<file path="src/cixs_params.svh">
`ifndef CIXS_PARAMS_SVH
`define CIXS_PARAMS_SVH
`define CIXS_PC_LOW_MSB      10
`define CIXS_PC_UPPER_MSB    12
`define CIXS_LATCH_JUMP_LSB  3
`define CIXS_LATCH_JUMP_MSB  4
`define CIXS_OP_JUMP         3'b101
`define CIXS_OP_INCSKIP      6'b00_1111
`define CIXS_OP_INC          6'b00_1010
`define CIXS_OP_ORLIT        6'b11_1000
`define CIXS_OP_XORLIT       6'b11_1010
`define CIXS_OP_SWAP         6'b00_1110
`define CIXS_OP_XORF         6'b00_0110
`define CIXS_DIRLOAD_HI      11'h00C
`define CIXS_DIR_FIRST       3'h5
`define CIXS_DIR_LAST        3'h7
`define CIXS_SHARED_BASE     7'h70
`define CIXS_SHARED_MASK     7'h70
`define CIXS_NOP             14'h0000
`define CIXS_RST_LATCH       5'h00
`define CIXS_RST_DIR         8'hFF
`define CIXS_RST_PC          13'h0000
`define CIXS_IRQ_VECTOR      13'h0004
`endif

</file>
<file path="src/cixs_pkg.sv">
package cixs_pkg;
  typedef logic [12:0] cixs_pc_t;
  typedef logic [7:0]  cixs_byte_t;
  typedef logic [13:0] cixs_word_t;
  typedef enum logic [1:0] {
    CIXS_ST_RUN   = 2'b01,
    CIXS_ST_FLUSH = 2'b10
  } cixs_state_t;
endpackage

</file>
<file path="src/cixs_ram_if.sv">
`timescale 1ns/100ps
`default_nettype none
interface cixs_ram_if;
  logic       we;
  logic [7:0] waddr;
  logic [7:0] wdata;
  logic [7:0] raddr;
  logic [7:0] rdata;
  modport core (output we, output waddr, output wdata, output raddr,
                input rdata);
  modport mem  (input we, input waddr, input wdata, input raddr,
                output rdata);
endinterface
`default_nettype wire

</file>
<file path="src/cixs_core.sv">
// Function
// - Interrupt entry pushes only the return PC, never W or status.
// - Jump sets PC 10..0 from the immediate and PC 12..11 from latch 4..3.
// - Increment-skip adds one to the file, routes by d, leaves flags alone.
// - A zero increment-skip result drops the fetched next word for a NOP.
// - Increment adds one to the file, routes by d and updates Z.
// - Literal OR into W updates Z in one cycle.
// - Literal XOR into W updates Z in one cycle.
// - Nibble swap exchanges file nibbles, routes by d, touches no flag.
// - Direction load copies W into direction register 5 to 7, no flags.
// - Addresses 0x70 to 0x7F map to one location whatever the bank bit.
`timescale 1ns/100ps
`default_nettype none
`include "cixs_params.svh"
module cixs_core
  import cixs_pkg::*;
(
  input  wire logic              i_clk_sys,
  input  wire logic              i_rst,
  input  wire cixs_pkg::cixs_word_t i_instr,
  input  wire logic              i_irq,
  input  wire logic [4:0]        i_upper_pc_latch,
  input  wire logic              i_bank_select_bit,
  output logic                   o_fetch_ready,
  output cixs_pkg::cixs_pc_t     o_pc,
  output cixs_pkg::cixs_pc_t     o_stack_push_pc,
  output logic                   o_stack_push,
  output cixs_pkg::cixs_byte_t   o_w,
  output logic                   o_zero_flag,
  output cixs_pkg::cixs_byte_t   o_dir_5,
  output cixs_pkg::cixs_byte_t   o_dir_6,
  output cixs_pkg::cixs_byte_t   o_dir_7
);
  import cixs_pkg::*;

  // Bank bit forms address bit 7, except in the shared block
  function automatic logic [7:0] map_addr(input logic bank,
                                          input logic [6:0] f);
    if ((f & `CIXS_SHARED_MASK) == `CIXS_SHARED_BASE) begin
      map_addr = {1'b0, f};
    end else begin
      map_addr = {bank, f};
    end
  endfunction

  cixs_ram_if  ram ();
  cixs_ram u_ram (
    .i_clk_sys (i_clk_sys),
    .bus       (ram.mem)
  );

  cixs_state_t state;
  cixs_state_t next_state;
  cixs_word_t  ir;
  logic        ir_valid;
  cixs_byte_t  dir [5:7];

  // Decode, registered word held one cycle while file data is read
  logic        is_jump, is_incskip, is_inc, is_orlit, is_xorlit;
  logic        is_swap, is_xorf, is_dir;
  logic        dest_f;
  cixs_byte_t  fval, result;
  logic        wr_w, wr_f, wr_z, skip;

  assign is_jump    = ir_valid && ir[13:11] == `CIXS_OP_JUMP;
  assign is_incskip = ir_valid && ir[13:8] == `CIXS_OP_INCSKIP;
  assign is_inc     = ir_valid && ir[13:8] == `CIXS_OP_INC;
  assign is_orlit   = ir_valid && ir[13:8] == `CIXS_OP_ORLIT;
  assign is_xorlit  = ir_valid && ir[13:8] == `CIXS_OP_XORLIT;
  assign is_swap    = ir_valid && ir[13:8] == `CIXS_OP_SWAP;
  assign is_xorf    = ir_valid && ir[13:8] == `CIXS_OP_XORF;
  assign is_dir     = ir_valid && ir[13:3] == `CIXS_DIRLOAD_HI
                      && ir[2:0] >= `CIXS_DIR_FIRST;
  assign dest_f     = ir[7];
  assign fval       = ram.rdata;

  // Operand read issued on fetch so data is ready when executing
  assign ram.raddr = map_addr(i_bank_select_bit, i_instr[6:0]);
  assign ram.waddr = map_addr(i_bank_select_bit, ir[6:0]);
  assign ram.wdata = result;
  assign ram.we    = wr_f && state == CIXS_ST_RUN;

  always_comb begin
    result = fval;
    wr_w   = 1'b0;
    wr_f   = 1'b0;
    wr_z   = 1'b0;
    skip   = 1'b0;
    unique case (1'b1)
      is_incskip: begin
        result = fval + 8'h01;
        wr_w   = !dest_f;
        wr_f   = dest_f;
        skip   = result == 8'h00;
      end
      is_inc: begin
        result = fval + 8'h01;
        wr_w   = !dest_f;
        wr_f   = dest_f;
        wr_z   = 1'b1;
      end
      is_orlit: begin
        result = o_w | ir[7:0];
        wr_w   = 1'b1;
        wr_z   = 1'b1;
      end
      is_xorlit: begin
        result = o_w ^ ir[7:0];
        wr_w   = 1'b1;
        wr_z   = 1'b1;
      end
      is_swap: begin
        result = {fval[3:0], fval[7:4]};
        wr_w   = !dest_f;
        wr_f   = dest_f;
      end
      is_xorf: begin
        result = o_w ^ fval;
        wr_w   = !dest_f;
        wr_f   = dest_f;
        wr_z   = 1'b1;
      end
      default: begin
        result = fval;
      end
    endcase
  end

  always_comb begin
    next_state = CIXS_ST_RUN;
    if (state == CIXS_ST_RUN && (is_jump || skip)) begin
      next_state = CIXS_ST_FLUSH;
    end
  end

  assign o_fetch_ready = 1'b1;

  always_ff @(posedge i_clk_sys or posedge i_rst) begin
    if (i_rst) begin
      state <= CIXS_ST_RUN;
    end else begin
      state <= next_state;
    end
  end

  // Flushed slot executes as a NOP
  always_ff @(posedge i_clk_sys or posedge i_rst) begin
    if (i_rst) begin
      ir       <= `CIXS_NOP;
      ir_valid <= 1'b0;
    end else if (next_state == CIXS_ST_FLUSH || i_irq) begin
      ir       <= `CIXS_NOP;
      ir_valid <= 1'b0;
    end else begin
      ir       <= i_instr;
      ir_valid <= 1'b1;
    end
  end

  always_ff @(posedge i_clk_sys or posedge i_rst) begin
    if (i_rst) begin
      o_pc <= `CIXS_RST_PC;
    end else if (i_irq && state == CIXS_ST_RUN && !is_jump && !skip) begin
      o_pc <= `CIXS_IRQ_VECTOR;
    end else if (is_jump && state == CIXS_ST_RUN) begin
      o_pc <= {i_upper_pc_latch[`CIXS_LATCH_JUMP_MSB:`CIXS_LATCH_JUMP_LSB],
               ir[`CIXS_PC_LOW_MSB:0]};
    end else begin
      o_pc <= o_pc + 13'h0001;
    end
  end

  // Only the return address goes to the stack; W and Z are not saved
  always_ff @(posedge i_clk_sys or posedge i_rst) begin
    if (i_rst) begin
      o_stack_push    <= 1'b0;
      o_stack_push_pc <= `CIXS_RST_PC;
    end else begin
      o_stack_push    <= i_irq && state == CIXS_ST_RUN && !is_jump && !skip;
      o_stack_push_pc <= o_pc;
    end
  end

  always_ff @(posedge i_clk_sys or posedge i_rst) begin
    if (i_rst) begin
      o_w <= 8'h00;
    end else if (wr_w && state == CIXS_ST_RUN) begin
      o_w <= result;
    end
  end

  always_ff @(posedge i_clk_sys or posedge i_rst) begin
    if (i_rst) begin
      o_zero_flag <= 1'b0;
    end else if (wr_z && state == CIXS_ST_RUN) begin
      o_zero_flag <= result == 8'h00;
    end
  end

  genvar g;
  generate
    for (g = 5; g <= 7; g++) begin : g_dir
      always_ff @(posedge i_clk_sys or posedge i_rst) begin
        if (i_rst) begin
          dir[g] <= `CIXS_RST_DIR;
        end else if (is_dir && ir[2:0] == 3'(g)) begin
          dir[g] <= o_w;
        end
      end
    end
  endgenerate
  assign o_dir_5 = dir[5];
  assign o_dir_6 = dir[6];
  assign o_dir_7 = dir[7];

  a_jump_target: assert property (
    @(posedge i_clk_sys) disable iff (i_rst)
    is_jump && state == CIXS_ST_RUN
    |=> o_pc[`CIXS_PC_LOW_MSB:0] == $past(ir[`CIXS_PC_LOW_MSB:0])
        && o_pc[`CIXS_PC_UPPER_MSB:`CIXS_PC_LOW_MSB + 1]
        == $past(i_upper_pc_latch[`CIXS_LATCH_JUMP_MSB:`CIXS_LATCH_JUMP_LSB]))
    else $error("jump target wrong");
  a_jump_flush: assert property (
    @(posedge i_clk_sys) disable iff (i_rst)
    is_jump && state == CIXS_ST_RUN |=> !ir_valid)
    else $error("jump did not flush");
  a_skip_flush: assert property (
    @(posedge i_clk_sys) disable iff (i_rst)
    skip && state == CIXS_ST_RUN |=> state == CIXS_ST_FLUSH && !ir_valid)
    else $error("skip did not flush");
  a_skip_flags: assert property (
    @(posedge i_clk_sys) disable iff (i_rst)
    is_incskip |=> $stable(o_zero_flag))
    else $error("skip changed zero flag");
  a_swap_flags: assert property (
    @(posedge i_clk_sys) disable iff (i_rst)
    is_swap |=> $stable(o_zero_flag))
    else $error("swap changed zero flag");
  a_orlit_zero: assert property (
    @(posedge i_clk_sys) disable iff (i_rst)
    is_orlit && state == CIXS_ST_RUN
    |=> o_w == ($past(o_w) | $past(ir[7:0]))
        && o_zero_flag == (o_w == 8'h00))
    else $error("or literal result wrong");
  a_xorlit_zero: assert property (
    @(posedge i_clk_sys) disable iff (i_rst)
    is_xorlit && state == CIXS_ST_RUN
    |=> o_w == ($past(o_w) ^ $past(ir[7:0]))
        && o_zero_flag == (o_w == 8'h00))
    else $error("xor literal result wrong");
  // The word in flight at entry is dropped, so the slot after it is a NOP
  a_irq_keep_w: assert property (
    @(posedge i_clk_sys) disable iff (i_rst)
    o_stack_push |=> $stable(o_w) && $stable(o_zero_flag))
    else $error("interrupt touched W or Z");
  a_shared_map: assert property (
    @(posedge i_clk_sys) disable iff (i_rst)
    i_instr[6:4] == 3'h7 |-> ram.raddr[7] == 1'b0)
    else $error("shared block banked");
  a_bank_map: assert property (
    @(posedge i_clk_sys) disable iff (i_rst)
    i_instr[6:4] != 3'h7 |-> ram.raddr[7] == i_bank_select_bit)
    else $error("bank bit not applied");
endmodule
`default_nettype wire

</file>
<file path="src/cixs_ram.sv">
`timescale 1ns/100ps
`default_nettype none
module cixs_ram (
  input  wire logic i_clk_sys,
  cixs_ram_if.mem   bus
);
  logic [7:0] mem [0:255];
  // No reset on storage, it is plain RAM; read data is registered
  always_ff @(posedge i_clk_sys) begin
    if (bus.we) begin
      mem[bus.waddr] <= bus.wdata;
    end
  end
  // Write-first on an address hit: back-to-back file ops see fresh data
  always_ff @(posedge i_clk_sys) begin
    if (bus.we && bus.waddr == bus.raddr) begin
      bus.rdata <= bus.wdata;
    end else begin
      bus.rdata <= mem[bus.raddr];
    end
  end
endmodule
`default_nettype wire

</file>
<file path="config.mk">
export PLATFORM = sky130hd
export DESIGN_NAME = cixs_core
export DESIGN_NICKNAME = d
export VERILOG_FILES = /design/src/cixs_pkg.sv /design/src/cixs_ram_if.sv /design/src/cixs_core.sv /design/src/cixs_ram.sv
export VERILOG_INCLUDE_DIRS = /design/src /design/src/src
export SDC_FILE = /design/constraint.sdc
export NUM_CORES = 2
export LEC_CHECK = 0
export BUFFER_PORTS_ARGS = -buffer_cell sky130_fd_sc_hd__buf_2
export CAP_MARGIN = 20
export CORE_UTILIZATION = 40
export DETAILED_ROUTE_END_ITERATION = 10
export PLACE_DENSITY = 0.53
export SLEW_MARGIN = 20
export SYNTH_ARGS = -nofsm -noshare
export SYNTH_HDL_FRONTEND = slang
export SYNTH_SLANG_ARGS = --single-unit
</file>
<file path="constraint.sdc">
create_clock -name i_clk_sys -period 12.7 [get_ports i_clk_sys]
set_input_delay 2.54 -clock i_clk_sys [delete_from_list [all_inputs] [get_ports i_clk_sys]]
set_output_delay 2.54 -clock i_clk_sys [all_outputs]
set_load 0.05 [all_outputs]
</file>
# Yosys cells after proc, flatten, opt, wreduce, memory -nomap -nowiden

Memories as Yosys holds them, arrays and structs flattened. A register that Yosys moved wholly into a read port is not among the register bits.
Index checks and enable logic that the tools add are counted.

Add/sub/neg operators: 2
$mul: 0
Div/mod/pow operators: 0
Order comparisons: 1
Equal/unequal tests: 15
Shifts and indexed selects: 0
Multiplexer cells: 14
Bitwise gates (word level): 3
Reductions and logical operators: 31

Operators by type and width:

| kind                                                              | count |
|---|---|
| 8-bit one-hot mux with 5 select lines                             | 1 |
| 13-bit two-way mux                                                | 2 |
| 1-bit logical AND                                                 | 20 |
| 3-bit == test (second input constant)                             | 6 |
| 6-bit by 4-bit == test with 1-bit output (second input constant)  | 3 |
| 8-bit zero test                                                   | 2 |
| 8-bit two-way mux                                                 | 2 |
| 8-bit XOR                                                         | 2 |
| 14-bit two-way mux                                                | 1 |
| 13-bit by 1-bit adder with 13-bit output (second input constant)  | 1 |
| 6-bit == test (second input constant)                             | 2 |
| 11-bit by 4-bit == test with 1-bit output (second input constant) | 1 |
| 8-bit by 1-bit adder with 8-bit output (second input constant)    | 1 |
| 8-bit bitwise OR                                                  | 1 |
| 4-bit OR reduction                                                | 2 |
| 6-bit by 3-bit == test with 1-bit output (second input constant)  | 1 |
| 1-bit two-way mux                                                 | 6 |
| 2-bit OR reduction                                                | 2 |
| 3-bit greater-or-equal comparator (second input constant)         | 1 |
| 1-bit zero test                                                   | 3 |
| 2-bit by 1-bit == test with 1-bit output (second input constant)  | 1 |
| 2-bit == test (second input constant)                             | 1 |
| 1-bit logical OR                                                  | 2 |
| 2-bit two-way mux                                                 | 1 |
| 1-bit one-hot mux with 2 select lines                             | 1 |

Flip-flop bits (word level): 77
Latch bits: 0
Memory bits (writable): 2048
ROM bits: 0
Input bits: 23
Output and inout bits: 61
Word-level logic and storage cells: 78
Memories kept: 1

Memories:

| memory    | words | bits a word | rd ports | clocked after memory_dff | wr ports | line          | source |
|---|---|---|---|---|---|---|---|
| u_ram.mem | 256   | 8           | 1        | 1                        | 1        | cixs_ram.sv:7 | `logic [7:0] mem [0:255];` |

# Logic depth before layout (Yosys ltp)

Word-level depth: 9
Gate-level depth with buffers: 21
Depth with buffers taken out: 15

# Modules after synthesis

From an unflattened synthesis, not the netlist that was laid out.

Cell total of the unflattened synthesis: 4082
Area total of the unflattened synthesis: 83415.0 um^2

By module, submodules not included:

| module    | times used | cells an instance | area each (um^2) |
|---|---|---|---|
| cixs_ram  | 1          | 3733              | 79556.3 |
| cixs_core | 1          | 349               | 3858.7 |

# Least setup slack after synthesis

OpenSTA, ideal clock, no wires.

Kind: register -> register
Start: reg with a tool-made name
End: mem u_ram.mem[0][6] (data pin)
Setup time: 1.536 ns
Arrival: 9.820 ns
Required time: 11.164 ns
Path slack: 1.345 ns
Cell stages (with the launch flop): 17
Path buffers: 8
Period minus slack after synthesis: 11.355 ns
Cells stage by stage: dfxtp_1 > buf_6 > buf_12 > buf_8 > buf_12 > buf_8 > buf_4 > buf_2 > mux4_2 > nor3_1 > o21ai_0 > a311oi_1 > a22oi_1 > buf_4 > xor2_1 > a21oi_1 > o211ai_1

RTL lines:

| element       | line |
|---|---|
| end, declared | cixs_ram.sv:7 |

==> run metrics <==
Hold Buf Count CTS 0; FF+latch count, synth 2,133; status finished with violations; grt total ovfl 0; Fin Hold WS roughly 0.42 ns; Reg power frac 0.524; CP max-delay cell dfxtp_4; antenna violations before repair 15; Antenna Nets Post-Route 0; most common cell after layout, fill and taps aside edfxtp_1; Worst Path Required approximately 13 ns; Cell variety after synth 95; most frequent cells in the layout edfxtp_1 (2,048), mux4_2 (355), nor2_1 (291); latest clock arrival within the worst-skew pair 0.86 ns; clock slew at reported path FFs 0.06 ns; Worst setup endpoint o_zero_flag$_DFFE_PP0P_; routability cong. roughly 0.86; number of synthesized flops with an enable pin around 2.0k; core footprint 0.209 sq mm; first-pass GRT wire length 328,000 um; max-slew violation count 0; Finish-stage setup viols 0; Max stage delay on crit path 0.84 ns; Worst-Margin Slew 1.22 ns; fmax between 0.1 and 0.15 GHz; share of Yosys cell area claimed by the top area cell type 0.730; Max-slew headroom 0.181; Fillers 18.0k; worst slack at placement 4.93 ns; number of I/O port buffers 79; Yosys Warn Count 0; area of the multi-input gates 0.0195 sq mm; clock power share 0.399; VDD IR max 0.164 mV; share of cells above drive strength 1 0.202; CP cell instances buf_12 > buf_4 > mux4_2 > o21ai_2 > o311ai_0 > nor3_1 > or4_1 > or4b_1 > nor3_1 > a211o_4 > buf_4 > or4_1 > o22ai_2; Initial Util 0.402; Final period util 0.608; dominant cells by area after synthesis edfxtp_1 (73%), mux4_2 (9.5%), mux2i_1 (2.9%), dfrtp_1 (1.5%), mux4_1 (1.5%); Reg area ~0.064 sq mm; vias 43.2k; number of global-route vias before repair roughly 43k; CTS tree yes; Post-layout nets 4,570; Setup TNS Final 0 ns; P per Cell Area 164 mW/mm^2; DR WL/cell 30.7 um; Rows 168; Setup CP Type flop to flop; cell-internal power between 10,000 and 15,000 uW; die width 461 um; area leader, netlist edfxtp_1; DRC viols 3; Post-Synthesis Cells 4,275; unrepaired setup endpoints after global routing false; PostCTS Resize Cnt 0; Min Clock Period, post-route a little under 8 ns; synthesized area 0.0843 sq mm; Reg2Reg Setup Slack 4.98 ns; register area share after synthesis 0.755; DIE AREA 0.212 sq mm; Pre-Repair DR Iteration Count 10; synth-to-layout area growth 12.7%; max cap viols 0; R2R cell count 13; Post-CTS Repair Setup Buffers 0; Leakage between 0.03 and 0.04 uW; Net Sw Frac 0.235; finished layout cell area approximately 0.095 sq mm; Root Driver clkbuf_16; PnR worst setup slack 4.98 ns; clock sinks 2,133; H-Tree Level Count 4; P_sw roughly 3700 uW; ys flop type edfxtp_1; Syn Area/Cell 19.7 sq um; buffer levels on the longest clock path 3; CP endpoint kind flop; Final Hold Violating Endpoints 0; worst-path fanout max 95; I/O pin cnt 84; largest net degree at the start of global routing 217; all-layer global routing usage 0.219; FFs w/ async S/R, synth 0.0361; Logic pwr share 0.077; reg2reg end o_zero_flag$_DFFE_PP0P_; CP startpoint kind flop; placed inst area 0.0880 sq mm; Routed WL 232,000 um; violated checks DRC; HPWL after DPL 139,000 um; clock skew 0.0471 ns; initial drt markers ~4.6k; drt via density 5.73; die height 461 um; Critical Path AT about 8.4 ns; worst min-delay path class flop to flop; cts bufs inserted 217
[per-stage QoR]
step | total power [uW] | util | cells
final | 15600 | 0.453 | 7535
after global routing | 16000 | 0.453 | 7528
after CTS | 15700 | 0.453 | 7524
after detailed placement | 9530 | 0.420 | 7128
after global placement | 9490 | 0.420 | 7127
after floorplan | 9090 | - | 4402
[synth_stat cells, types with 5 or more instances]
| cell | count |
|---|---|
| nor3_1 | 27 |
| buf_4 | 34 |
| buf_6 | 24 |
| dfrtp_1 | 52 |
| buf_12 | 13 |
| o22ai_1 | 27 |
| clkbuf_1 | 108 |
| dfstp_2 | 25 |
| o21ai_0 | 31 |
| inv_1 | 21 |
| nand4_1 | 18 |
| buf_1 | 7 |
| a22oi_1 | 157 |
| mux4_1 | 48 |
| nor3b_1 | 19 |
| nand2b_1 | 7 |
| nand2_1 | 135 |
| and2_1 | 11 |
| and3_1 | 15 |
| nor2_1 | 292 |
| o211ai_1 | 18 |
| or3_1 | 5 |
| nor4_1 | 15 |
| edfxtp_1 | 2048 |
| nor2b_1 | 32 |
| or2_2 | 9 |
| o311ai_0 | 5 |
| o211a_1 | 13 |
| a31oi_1 | 20 |
| a21oi_1 | 86 |
| a211oi_1 | 11 |
| buf_2 | 63 |
| o21a_1 | 6 |
| dfxtp_1 | 8 |
| buf_8 | 8 |
| a221oi_1 | 11 |
| a22o_1 | 17 |
| nand3_1 | 62 |
| mux2i_1 | 248 |
| o221ai_1 | 10 |
| or4_1 | 7 |
| mux4_2 | 355 |
| xnor2_1 | 12 |
| xor2_1 | 7 |
| mux2_2 | 44 |
[cells by family (layout without fill, tap and decap cells)]
family          Yosys count  in the layout  synth area share
simple gates            678            678            0.0375
flops                  2133           2133             0.755
mux                     695            695             0.145
fa+ha+maj                 2              2          0.000297
buf+inv                 284            604            0.0210
other cells               2            137         0.0000891
compound gates          462            462            0.0389
xor+xnor                 19             19           0.00197
[worst min-delay path by stage]
stage / cells past startpoint / slack, ns / startpoint / to
after floorplan: 1 / 0.57 / ir[8]$_DFF_PP0_ / o_pc[8]$_DFF_PP0_
final: 0 / 0.42 / o_pc[12]$_DFF_PP0_ / o_stack_push_pc[12]$_DFF_PP0_
after CTS: 0 / 0.43 / o_pc[12]$_DFF_PP0_ / o_stack_push_pc[12]$_DFF_PP0_
after detailed placement: 0 / 0.42 / o_pc[12]$_DFF_PP0_ / o_stack_push_pc[12]$_DFF_PP0_
after global placement: 0 / 0.41 / o_pc[12]$_DFF_PP0_ / o_stack_push_pc[12]$_DFF_PP0_
after global routing: 0 / 0.44 / o_pc[12]$_DFF_PP0_ / o_stack_push_pc[12]$_DFF_PP0_
[power groups by stage]
stage               logic [uW]  clock network [uW]  registers, uW
finish                    1200                6230           8180
global placement          1170                   0           8330
detailed placement        1200                   0           8330
floorplan                  647                   0           8440
global route              1270                6590           8190
CTS                       1200                6320           8180
[worst max-delay path: cells and delay by family, from the launching register on]
kind	cells	cell delay, ns
simple gates	5	2.62
buf+inv	3	1.95
compound gates	4	1.47
flops	1	0.84
mux	1	0.37
[registers in the layout, indices dropped and copies added, names as in the netlist, named ones only]
name and count:
o_w 8, o_dir_6 8, u_ram.mem 2048, o_dir_5 8
ir 14, o_dir_7 8, state 2, o_pc 13
o_stack_push_pc 13, o_zero_flag 1, o_stack_push 1, ir_valid 1
[layer usage]
metal / track usage / vias up / share of wire
li1: - / 18000 / -
met3: 0.0413 / 366 / 0.070
met1: 0.312 / 23100 / 0.43
met5: 0 / - / 0.000095
met2: 0.337 / 1684 / 0.46
met4: 0.0729 / 4 / 0.034
[final cells by class]
class	count	share of cell area
antenna	8	0.000211
clock buffer	279	0.0602
clock inverter	117	0.0117
inverter	24	0.00112
multi-input combinational	1985	0.205
sequential	2133	0.670
tap	2805	0.0370
timing repair buffer	184	0.0145
(Power assumes the default switching activity.)
